`src/rtl/tmseq_pkg.sv`:
```
// constants for the threshold monitor sequencer
// assumes a 25 MHz core clock
package tmseq_pkg;
   // -------------------------------------------------------------
   // timing
   // -------------------------------------------------------------
   localparam int          CLOCK_PERIOD_PS   = 40000;
   localparam int          COMPARE_TIME_PS   = 1600000;
   localparam int          COMPARE_CYCLES    = COMPARE_TIME_PS / CLOCK_PERIOD_PS;
   localparam logic [5:0]  COMPARE_LAST      = 6'(COMPARE_CYCLES - 1);
   localparam int          WAKE_CYCLES       = 120;
   localparam logic [6:0]  WAKE_LAST         = 7'(WAKE_CYCLES - 1);
   // -------------------------------------------------------------
   // table layout
   // -------------------------------------------------------------
   localparam int          ENTRIES           = 16;
   localparam int          CHANNELS          = 16;
   localparam int          CHANNEL_MSB       = 3;
   localparam int          PAIR_BIT          = 4;
   localparam int          LIST_BITS         = 5;
   localparam int          THRESH_BITS       = 8;
   localparam int          THRESH_LSB        = 2;
   localparam logic [3:0]  INDEX_RESET       = 4'h0;
   localparam logic [7:0]  THRESH_RESET      = 8'h00;
   localparam logic [4:0]  LIST_RESET        = 5'h00;
   localparam logic [15:0] PIN_SELECT_RESET  = 16'h0000;
   localparam logic [15:0] FLAGS_RESET       = 16'h0000;

   typedef enum logic [1:0] {
      TMSEQ_IDLE = 2'b00,
      TMSEQ_WAKE = 2'b01,
      TMSEQ_LOW  = 2'b10,
      TMSEQ_HIGH = 2'b11
   } tmseq_state_type;
endpackage

```
`src/rtl/tmseq_table.sv`:
```
// one threshold or list table: 16 entries written at an index
// assumes write strobes are one-cycle pulses on i_clock
`timescale 1ns/1ps
`default_nettype none
module tmseq_table
   import tmseq_pkg::*;
#(
   parameter int          WIDTH = 8,
   parameter logic [15:0] RESET_WORD = 16'h0000
) (
   input  wire logic             i_clock,
   input  wire logic             i_rst_b,
   input  wire logic             i_write,
   input  wire logic [3:0]       i_index,
   input  wire logic [WIDTH-1:0] i_data,
   input  wire logic [3:0]       i_scan_index,
   output logic      [WIDTH-1:0] o_host_word,
   output logic      [WIDTH-1:0] o_scan_word
);
   logic [WIDTH-1:0] store      [ENTRIES];
   logic [WIDTH-1:0] next_store [ENTRIES];

   always_comb begin
      for (int i = 0; i < ENTRIES; i++) begin
         next_store[i] = store[i];
      end
      if (i_write) begin
         next_store[i_index] = i_data;
      end
   end

   always_ff @(posedge i_clock or negedge i_rst_b) begin
      if (!i_rst_b) begin
         for (int i = 0; i < ENTRIES; i++) begin
            store[i] <= RESET_WORD[WIDTH-1:0];
         end
      end else begin
         for (int i = 0; i < ENTRIES; i++) begin
            store[i] <= next_store[i];
         end
      end
   end

   assign o_host_word = store[i_index];
   assign o_scan_word = store[i_scan_index];
endmodule
`default_nettype wire

```
`src/rtl/tmseq_top.sv`:
```
// threshold monitor sequencer: tables, scan engine and trip flags
// assumes a synchronous comparator result and a host that strobes the data port
// Operation
// channel mux picks one of sixteen inputs
// enabled scan loops entries round robin
// sixteen low and sixteen high thresholds
// selects route data port to table
// index advances after each port access
// sixteen list entries written via port
// list entry: channel plus pair bit
// scan between first and last entry
// repeated channels keep separate entries
// threshold drives dac, comparator judges input
// each compare 1.6 us, entry 3.2
// pins digital until analog select set
// wake 120 clocks before scanning
// first above last wraps past 15
// below low or above high trips
// one flag bit per list position
// flags stay set until cleared
`timescale 1ns/1ps
`default_nettype none
module tmseq_top
   import tmseq_pkg::*;
(
   input  wire logic        i_clock,
   input  wire logic        i_rst_b,
   input  wire logic        i_monitor_enable,
   input  wire logic        i_list_access_select,
   input  wire logic        i_high_threshold_select,
   input  wire logic        i_index_load,
   input  wire logic [3:0]  i_index_value,
   input  wire logic        i_port_write,
   input  wire logic        i_port_read,
   input  wire logic [15:0] i_port_wdata,
   input  wire logic [3:0]  i_scan_first_entry,
   input  wire logic [3:0]  i_scan_last_entry,
   input  wire logic [15:0] i_analog_pin_select,
   input  wire logic        i_compare_above,
   input  wire logic [15:0] i_below_clear,
   input  wire logic [15:0] i_above_clear,
   output logic      [3:0]  o_table_index,
   output logic      [15:0] o_port_rdata,
   output logic      [15:0] o_pin_analog,
   output logic      [3:0]  o_mux_channel,
   output logic             o_mux_pair_mode,
   output logic      [7:0]  o_dac_code,
   output logic             o_scanning,
   output logic      [3:0]  o_scan_entry,
   output logic      [15:0] o_below_trip_flags,
   output logic      [15:0] o_above_trip_flags
);
   // -------------------------------------------------------------
   // data port and tables
   // -------------------------------------------------------------
   logic [3:0]  next_table_index;
   logic [15:0] next_port_rdata;
   logic [15:0] next_pin_analog;
   logic [7:0]  low_host, high_host, low_scan, high_scan;
   logic [4:0]  list_host, list_scan;
   logic        low_write, high_write, list_write;
   logic [3:0]  scan_entry;

   assign list_write = i_port_write & i_list_access_select;
   assign low_write  = i_port_write & ~i_list_access_select & ~i_high_threshold_select;
   assign high_write = i_port_write & ~i_list_access_select & i_high_threshold_select;

   tmseq_table #(.WIDTH(THRESH_BITS), .RESET_WORD({8'h00, THRESH_RESET})) u_low (
      .i_clock      (i_clock),
      .i_rst_b      (i_rst_b),
      .i_write      (low_write),
      .i_index      (o_table_index),
      .i_data       (i_port_wdata[THRESH_LSB +: THRESH_BITS]),
      .i_scan_index (scan_entry),
      .o_host_word  (low_host),
      .o_scan_word  (low_scan)
   );
   tmseq_table #(.WIDTH(THRESH_BITS), .RESET_WORD({8'h00, THRESH_RESET})) u_high (
      .i_clock      (i_clock),
      .i_rst_b      (i_rst_b),
      .i_write      (high_write),
      .i_index      (o_table_index),
      .i_data       (i_port_wdata[THRESH_LSB +: THRESH_BITS]),
      .i_scan_index (scan_entry),
      .o_host_word  (high_host),
      .o_scan_word  (high_scan)
   );
   tmseq_table #(.WIDTH(LIST_BITS), .RESET_WORD({11'h000, LIST_RESET})) u_list (
      .i_clock      (i_clock),
      .i_rst_b      (i_rst_b),
      .i_write      (list_write),
      .i_index      (o_table_index),
      .i_data       (i_port_wdata[LIST_BITS-1:0]),
      .i_scan_index (scan_entry),
      .o_host_word  (list_host),
      .o_scan_word  (list_scan)
   );

   always_comb begin
      next_table_index = o_table_index;
      next_port_rdata  = o_port_rdata;
      next_pin_analog  = i_analog_pin_select;
      if (i_port_read) begin
         if (i_list_access_select) begin
            next_port_rdata = {11'h000, list_host};
         end else if (i_high_threshold_select) begin
            next_port_rdata = {6'h00, high_host, 2'h0};
         end else begin
            next_port_rdata = {6'h00, low_host, 2'h0};
         end
      end
      if (i_index_load) begin
         next_table_index = i_index_value;
      end else if (i_port_read | i_port_write) begin
         next_table_index = o_table_index + 4'h1;
      end
   end

   always_ff @(posedge i_clock or negedge i_rst_b) begin
      if (!i_rst_b) begin
         o_table_index <= INDEX_RESET;
         o_port_rdata  <= 16'h0000;
         o_pin_analog  <= PIN_SELECT_RESET;
      end else begin
         o_table_index <= next_table_index;
         o_port_rdata  <= next_port_rdata;
         o_pin_analog  <= next_pin_analog;
      end
   end

   // -------------------------------------------------------------
   // scan engine
   // -------------------------------------------------------------
   // the comparator result is judged on the last cycle of each 1.6 us slot,
   // so the dac and mux have had at least 39 of its 40 cycles to settle
   tmseq_state_type state, next_state;
   logic [6:0]  wake_count, next_wake_count;
   logic [5:0]  slot_count, next_slot_count;
   logic [3:0]  next_scan_entry;
   logic [15:0] next_below, next_above;
   logic [15:0] below_set, above_set;
   logic        slot_done;

   assign slot_done = (slot_count == COMPARE_LAST);

   always_comb begin
      next_state      = state;
      next_wake_count = wake_count;
      next_slot_count = slot_count;
      next_scan_entry = scan_entry;
      below_set       = 16'h0000;
      above_set       = 16'h0000;
      if (!i_monitor_enable) begin
         next_state      = TMSEQ_IDLE;
         next_wake_count = 7'h00;
         next_slot_count = 6'h00;
      end else begin
         unique case (state)
            TMSEQ_IDLE: begin
               next_state      = TMSEQ_WAKE;
               next_wake_count = 7'h00;
            end
            TMSEQ_WAKE: begin
               next_wake_count = wake_count + 7'h01;
               if (wake_count == WAKE_LAST) begin
                  next_state      = TMSEQ_LOW;
                  next_scan_entry = i_scan_first_entry;
                  next_slot_count = 6'h00;
               end
            end
            TMSEQ_LOW: begin
               next_slot_count = slot_count + 6'h01;
               if (slot_done) begin
                  next_slot_count = 6'h00;
                  next_state      = TMSEQ_HIGH;
                  if (!i_compare_above) begin
                     below_set[scan_entry] = 1'b1;
                  end
               end
            end
            TMSEQ_HIGH: begin
               next_slot_count = slot_count + 6'h01;
               if (slot_done) begin
                  next_slot_count = 6'h00;
                  next_state      = TMSEQ_LOW;
                  if (i_compare_above) begin
                     above_set[scan_entry] = 1'b1;
                  end
                  if (scan_entry == i_scan_last_entry) begin
                     next_scan_entry = i_scan_first_entry;
                  end else begin
                     next_scan_entry = scan_entry + 4'h1;
                  end
               end
            end
         endcase
      end
      // set beats a clear arriving in the same cycle
      next_below = (o_below_trip_flags & ~i_below_clear) | below_set;
      next_above = (o_above_trip_flags & ~i_above_clear) | above_set;
   end

   always_ff @(posedge i_clock or negedge i_rst_b) begin
      if (!i_rst_b) begin
         state              <= TMSEQ_IDLE;
         wake_count         <= 7'h00;
         slot_count         <= 6'h00;
         scan_entry         <= INDEX_RESET;
         o_below_trip_flags <= FLAGS_RESET;
         o_above_trip_flags <= FLAGS_RESET;
      end else begin
         state              <= next_state;
         wake_count         <= next_wake_count;
         slot_count         <= next_slot_count;
         scan_entry         <= next_scan_entry;
         o_below_trip_flags <= next_below;
         o_above_trip_flags <= next_above;
      end
   end

   // -------------------------------------------------------------
   // analog front end drive
   // -------------------------------------------------------------
   logic [3:0] next_mux_channel;
   logic       next_pair_mode;
   logic [7:0] next_dac_code;
   logic       next_scanning;

   always_comb begin
      next_mux_channel = list_scan[CHANNEL_MSB:0];
      next_pair_mode   = list_scan[PAIR_BIT];
      next_dac_code    = (next_state == TMSEQ_HIGH) ? high_scan : low_scan;
      next_scanning    = (state == TMSEQ_LOW) | (state == TMSEQ_HIGH);
   end

   always_ff @(posedge i_clock or negedge i_rst_b) begin
      if (!i_rst_b) begin
         o_mux_channel   <= 4'h0;
         o_mux_pair_mode <= 1'b0;
         o_dac_code      <= THRESH_RESET;
         o_scanning      <= 1'b0;
         o_scan_entry    <= INDEX_RESET;
      end else begin
         o_mux_channel   <= next_mux_channel;
         o_mux_pair_mode <= next_pair_mode;
         o_dac_code      <= next_dac_code;
         o_scanning      <= next_scanning;
         o_scan_entry    <= scan_entry;
      end
   end
endmodule
`default_nettype wire

```
`config.mk`:
```
export PLATFORM = sky130hd
export DESIGN_NAME = tmseq_top
export DESIGN_NICKNAME = d
export VERILOG_FILES = /design/src/rtl/tmseq_pkg.sv /design/src/rtl/tmseq_table.sv /design/src/rtl/tmseq_top.sv
export SDC_FILE = /design/constraint.sdc
export NUM_CORES = 1
export LEC_CHECK = 0
export BUFFER_PORTS_ARGS = -buffer_cell sky130_fd_sc_hd__buf_4
export CAP_MARGIN = 20
export CORE_MARGIN = 10
export CORE_UTILIZATION = 60
export DETAILED_ROUTE_END_ITERATION = 16
export GPL_TIMING_DRIVEN = 0
export PLACE_DENSITY = 0.8
export RECOVER_POWER = 100
export SYNTH_ARGS = -nofsm -noshare
export SYNTH_HDL_FRONTEND = slang
export SYNTH_SLANG_ARGS = --single-unit
```
`constraint.sdc`:
```
create_clock -name i_clock -period 3.17 [get_ports i_clock]
set_input_delay 0.317 -clock i_clock [delete_from_list [all_inputs] [get_ports i_clock]]
set_output_delay 0.317 -clock i_clock [all_outputs]
set_load 0.02 [all_outputs]
```
* Yosys cells after proc, flatten, opt, wreduce, memory -nomap -nowiden
Cells that the tools add are included.
** Storage, ports and cells
- Register bits after elaboration :: 441
- Input port bits :: 85
- Output and inout bits :: 86
- Logic and storage cells :: 162
** Cells by class
- $add $sub $neg :: 4
- Order comparisons :: 5
- Equality and inequality tests :: 12
- Mux-type cells :: 55
- Bitwise operators :: 16
- Reduce and logical (&&, ||, !) cells :: 8
** Operators with widths (number)
- bitwise mux 128 bit :: 2
- two-way mux 16 bit :: 9
- binary-select mux 8 bit (select 4 bit) :: 4
- bitwise mux 80 bit :: 1
- two-way mux 8 bit :: 10
- binary-select mux 5 bit (select 4 bit) :: 2
- bitwise AND 16 bit :: 2
- demux 8 bit (select 4 bit) :: 1
- inverter 16 bit :: 2
- OR 16 bit :: 2
- two-way mux 5 bit :: 5
- demux 5 bit (select 4 bit) :: 1
- two-way mux 4 bit :: 5
- two-way mux 6 bit :: 3
- one-hot mux 7 bit (2 select lines) :: 1
- one-hot mux 6 bit (2 select lines) :: 1
- greater-or-equal comparator 5 bit, second input constant :: 2
- two-way mux 10 bit :: 1
- inverter 4 -> 5 bit :: 2
- adder 4 x 1 -> 4 bit, second input constant :: 2
- two-way mux 2 bit :: 4
- one-hot mux 2 bit (4 select lines) :: 1
- one-hot mux 4 bit (2 select lines) :: 1
- adder 7 x 1 -> 7 bit, second input constant :: 1
- other kinds (25) :: 35

* Depth between registers and ports, before layout
- Depth after elaboration :: 9
- Gate-level depth with buffers :: 9
- Mapped depth without buffers :: 6

* Modules after synthesis
Synthesis repeated with hierarchy kept, for this count alone.
** Unflattened totals
- Cells, all modules :: 1523
- Area total of the unflattened synthesis :: 22082.4 um^2
** By module, submodules not included
- tmseq_table (u_high ...) :: times used 2, cells each 435, area an instance 6785.3 um^2, sequential area each 3203.1 um^2
- tmseq_table (u_list) :: times used 1, cells each 292, area an instance 4414.2 um^2, sequential area each 2001.9 um^2
- tmseq_top :: times used 1, cells each 361, area an instance 4097.7 um^2, sequential area each 2477.4 um^2

* Worst setup path before layout
OpenSTA, ideal clock, no wires.
- Kind :: reg-to-reg
- From :: reg o_table_index[0]
- To :: reg u_high.store[79] (netlist name)
- Setup time :: 0.125 ns
- Arrival :: 2.526 ns
- Data required time :: 3.045 ns
- Slack :: 0.519 ns
- Cell stages (with the launch flop) :: 10
- Buffers on the path :: 4
- Clock period less this slack :: 2.651 ns
- Cell sequence :: dfrtp_1 > buf_2 > buf_2 > buf_4 > inv_1 > ha_1 > clkbuf_1 > nand2_1 > nor2_1 > mux2_2
** Between the ends
- Longest elaborated chain between the ends :: 6
- Elaborated cells between the ends (all ways) :: 7
- Those cells by class :: 2 x order compare; 3 x mux; 1 x bitwise; 1 x reduce/logical
** Ends and longest elaborated chain
- from (decl) :: RTL line tmseq_top.sv:42 : output logic [3:0] o_table_index,
- from (signal assigned) :: RTL line tmseq_top.sv:125 : o_table_index <= next_table_index;
- inverter 4 -> 5 bit (not written as such) (*) :: RTL line tmseq_table.sv:28 : next_store[i_index] = i_data;
- greater-or-equal comparator 5 bit (not written as such) or < comparator 5 x 1 -> 1 bit (tied branches) :: RTL line tmseq_table.sv:28
- logical AND 1 bit (not written as such) :: RTL line tmseq_table.sv:28
- two-way mux 8 bit (not written as such) :: RTL line tmseq_table.sv:28
- demux 8 bit (select 4 bit) (*) :: RTL line tmseq_table.sv:28
- bitwise mux 128 bit (*) :: RTL line tmseq_table.sv:28
- to (signal, indexed assignment) :: RTL line tmseq_table.sv:35 : store[i] <= RESET_WORD[WIDTH-1:0];
- to (signal, indexed assignment) :: RTL line tmseq_table.sv:39 : store[i] <= next_store[i];
- to (decl) :: RTL line tmseq_table.sv:20 : logic [WIDTH-1:0] store [ENTRIES];
Mark *: on every way between the ends. The rest lies on a longest branch, timed or not.
A chain may end at the register's enable or synchronous reset.

* Worst setup path after layout
- From :: reg o_table_index[1]
- To :: reg o_port_rdata[2]
** Between the ends
- Longest elaborated chain between the ends :: 6
- Elaborated cells between the ends (all ways) :: 12
- Those cells by class :: 11 x mux; 1 x bitwise
** Ends and longest elaborated chain
- inverter 4 -> 5 bit (not written as such) (*) :: RTL line tmseq_table.sv:44 : assign o_host_word = store[i_index];
- binary-select mux 8 bit (select 4 bit) :: RTL line tmseq_table.sv:44
- two-way mux 8 bit (not written as such) (2 in a row) :: RTL line tmseq_table.sv:44
- two-way mux 10 bit :: RTL line tmseq_top.sv:106 : end else if (i_high_threshold_select) begin
- two-way mux 16 bit (*) :: RTL line tmseq_top.sv:104 : if (i_list_access_select) begin
- to (signal assigned) :: RTL line tmseq_top.sv:126 : o_port_rdata <= next_port_rdata;
- to (decl) :: RTL line tmseq_top.sv:43 : output logic [15:0] o_port_rdata,
Mark *: on every way between the ends. The rest lies on a longest branch, timed or not. The select of a mux whose other input is x is not followed.

==> out/results.md <==
| Result | Value |
|:---|:---|
| Run status | finished, violations left |
| Violations in the final reports | max-capacitance violations, max-slew violations, negative setup slack |
| Synthesized-area fraction occupied by xor and xnor cells | 0.00405 |
| WP data required | 3.59 ns |
| Fraction of power consumed by the clock network | 0.313 |
| Sequential-to-total area share from yosys stat | 0.504 |
| Setup Fix Bufs, Post-CTS | 0 |
| Post-route core utilization | 0.711 |
| Remaining global-route overflow | 0 |
| Total track usage | 0.304 |
| Global-route wire length before repair | 101 mm |
| Die Area | 0.0440 mm^2 |
| Initial core utilization | 0.608 |
| GP Congestion | 1.03 |
| RSZ-0062 raised after global routing | true |
| Endpoint arrival time on the critical path | 3.65 ns |
| CTS sink cnt | 435 |
| Multiplexer share of the synthesized area | 0.380 |
| Number of detailed-route iterations in the first pass | 5 |
| DRC marker count from the first detailed-route iteration | 2141 |
| DRC | 0 |
| Largest clock skew in the final design | 0.0237 ns |
| Clock tree from TritonCTS | done |
| Fraction of layout cells with a size suffix above 1 | 0.424 |
| Synthesized area per cell | 14.9 um^2 |
| Most common library cell in the layout ignoring fill and taps | sky130_fd_sc_hd__dfrtp_1 |
| Asr flop ratio synth | 1.00 |
| Compound-Gate Fraction of Synth Area | 0.0381 |
| Period utilization | 1.02 |
| Worst Setup Path Type | reg2reg |
| IO Port Bufs | 154 |
| Type of destination of the critical path | flop |
| Synthesized-area fraction occupied by adder cells | 0.00579 |
| DRT Wirelength | 67.2 mm |
| Largest family of logic cells by synthesized area | multiplexers |
| DIE WIDTH | 210 um |
| Number of max-capacitance violations reported | 1 |
| Total power consumption of the routed design | 0.0179 W |
| Internal portion of total power | 0.0127 W |
| Vias per inst | 6.89 |
| Highest Clock Rate | 310 MHz |
| Mapped cell area | 0.0216 mm^2 |
| Deepest level of the CTS H-tree | 2 |
| Pin count of the biggest net entering global routing | 129 |
| Ports placed on the boundary | 171 |
| Nature of the critical path startpoint | flop |
| Number of register bits inferred by synthesis | 435 |
| Final Hold Slack | 0.0106 ns |
| Actual transition at the worst max-transition pin | 1.75 ns |
| Skew-Pair Late Insertion Delay | 0.57 ns |
| Via count of the first global-routing pass | 15600 |
| Height of the die | 210 um |
| Final layout net count | 1810 |
| Fin worst setup slack | -0.0586 ns |
| Peak supply drop | 0.417 mV |
| Maximum fanout along the worst path | 10 |
| Fin Setup TNS | -0.328 ns |
| Remaining antenna violation count after routing | 0 |
| Leakage power total | 11.1 nW |
| Final Critical Period | 3.23 ns |
| Number of antenna violations at the first check in global routing | 3 |
| Buffer depth of the longest clock path | 3 |
| Simple-gate area share of the yosys netlist | 0.0374 |
| Routed wire length per instance | 30.4 um |
| Clock Tree Root | sky130_fd_sc_hd__clkbuf_16 |
| Final setup violation count | 17 |
| Yosys warnings | 0 |
| Via count of the routed design | 15200 |
| Number of enable-type register cells in the synthesized netlist | 0 |
| Net switching power | 0.00515 W |
| Count of standard-cell rows | 69 |
| Worst hold path class | in2reg |
| Post-synthesis instance total | 1452 |
| Power per cell area | 706 mW/mm^2 |
| Core region area | 0.0356 mm^2 |
| Post-synth cell types | 46 |
| CTS buffer count | 46 |
| Max Transition Viols Final | 129 |
| Hpwl dp | 46.7 mm |
| Number of endpoints with negative hold slack in the final report | 0 |
| Top flip-flop cell by instance count after synthesis | sky130_fd_sc_hd__dfrtp_1 |
| Highest-count cells in the layout ignoring fill and taps | sky130_fd_sc_hd__dfrtp_1 (435), sky130_fd_sc_hd__mux2_2 (349), sky130_fd_sc_hd__mux4_2 (186) |
| Share of total power in sequential cells | 0.441 |
| Combinational power share | 0.247 |
| Switch share | 0.288 |
| Clock transition at the register clock pins on the worst setup and hold paths after CTS | 0.06 ns |
| Signed area change from the synthesized netlist to the final layout | 17.0% |
| Slew headroom | -0.166 |
==> path summary, 6_finish.rpt <==
path	slack, ns	startpoint	cells past startpoint	endpoint
worst max-delay path	-0.06	o_table_index[1]$_DFFE_PN0P_	7	o_port_rdata[2]$_DFFE_PN0P_
worst min-delay path	0.01	i_monitor_enable	2	state[0]$_DFF_PN0_
worst max register to register	-0.06	o_table_index[1]$_DFFE_PN0P_	7	o_port_rdata[2]$_DFFE_PN0P_
worst min register to register	0.39	scan_entry[3]$_DFFE_PN0P_	0	o_scan_entry[3]$_DFF_PN0_
max in group asynchronous	0.52	i_rst_b	3	u_high.store[26]$_DFFE_PN0P_
min in group asynchronous	0.36	i_rst_b	2	o_above_trip_flags[12]$_DFF_PN0_
==> through the flow <==
step	area, um^2	setup WS, ns	cells
floorplan	21600	0.519	1457
global placement	23400	-2.46	2072
detailed placement	23500	-0.648	2077
CTS	25600	0.0365	2210
global route	25300	-0.0437	2211
finish	25300	-0.0586	2211
==> power groups by stage <==
stage	Clock (W)	Sequential, W	Combinational [W]
floorplan	0	0.00769	0.00295
global placement	0	0.00776	0.00417
detailed placement	0	0.00790	0.00432
CTS	0.00563	0.00782	0.00441
global route	0.00587	0.00801	0.00460
finish	0.00559	0.00787	0.00441
==> synth_stat cells (all sizes together) (3+ instances only) <==
cell / count / area [um^2]
nor2b: 3 / 18.8
xor2: 4 / 35.0
a22o: 10 / 87.6
o22ai: 32 / 200
inv: 42 / 158
mux4: 186 / 4190
nor2: 35 / 141
mux2: 353 / 3980
xnor2: 6 / 52.6
a221oi: 10 / 87.6
and2: 3 / 18.8
and3: 4 / 25.0
buf: 44 / 255
nand3: 21 / 105
clkbuf: 69 / 259
nand2b: 6 / 37.5
mux2i: 5 / 50.1
nand3b: 3 / 22.5
nor3: 5 / 25.0
dfrtp: 435 / 10900
a22oi: 19 / 143
a31oi: 5 / 31.3
ha: 10 / 125
nand4: 9 / 56.3
nand2: 77 / 289
o21ai: 22 / 110
and3b: 3 / 26.3
a21oi: 13 / 65.1
==> routing by layer <==
metal,vias to the layer above,global-route usage,wire length (um)
li1,6049,-,-
met1,7887,0.391,24500
met2,1065,0.467,31000
met3,226,0.102,8480
met4,4,0.128,3220
met5,-,0,21
==> cells by family after synthesis <==
logic type      Yosys count
simple gates            175
compound gates          122
flops                   435
other cells               1
buf+inv                 155
xor+xnor                 10
fa+ha+maj                10
mux                     544
==> timing repair <==
action | in CTS | in global routing
endpoints found under the setup margin | 244 | 44
hold endpoints to repair | 150 | 0
hold buffers | 55 | 0
gates resized for setup | 14 | 8
==> critical path, stage by stage, from the launching register on <==
cell and delay (ns):
sky130_fd_sc_hd__dfrtp_1 0.53, sky130_fd_sc_hd__buf_2 0.44, sky130_fd_sc_hd__clkdlybuf4s15_2 0.61, sky130_fd_sc_hd__mux4_2 0.40, sky130_fd_sc_hd__a22oi_1 0.35, sky130_fd_sc_hd__nand2_1 0.11, sky130_fd_sc_hd__a221oi_1 0.51, sky130_fd_sc_hd__nor2_1 0.11
==> sequential cells by signal, indices dropped and copies added, names as in the netlist <==
name / count
u_high.store: 128
slot_count: 6
o_dac_code: 8
o_scan_entry: 4
o_pin_analog: 16
o_below_trip_flags: 16
o_scanning: 1
u_low.store: 128
o_table_index: 4
scan_entry: 4
o_mux_pair_mode: 1
u_list.store: 80
o_mux_channel: 4
wake_count: 7
state: 2
o_port_rdata: 10
o_above_trip_flags: 16
==> area by class of cell <==
type / instances / area (um^2)
fillers: 2343 / 10300
flip-flops and latches: 435 / 10900
multi-input cells: 867 / 10100
inverters: 42 / 158
diodes: 1 / 2.50
clock inverters: 20 / 245
well taps: 461 / 577
clock buffers: 62 / 1320
plain buffers: 109 / 522
repair buffers: 214 / 1480
(Power assumes the default switching activity.)
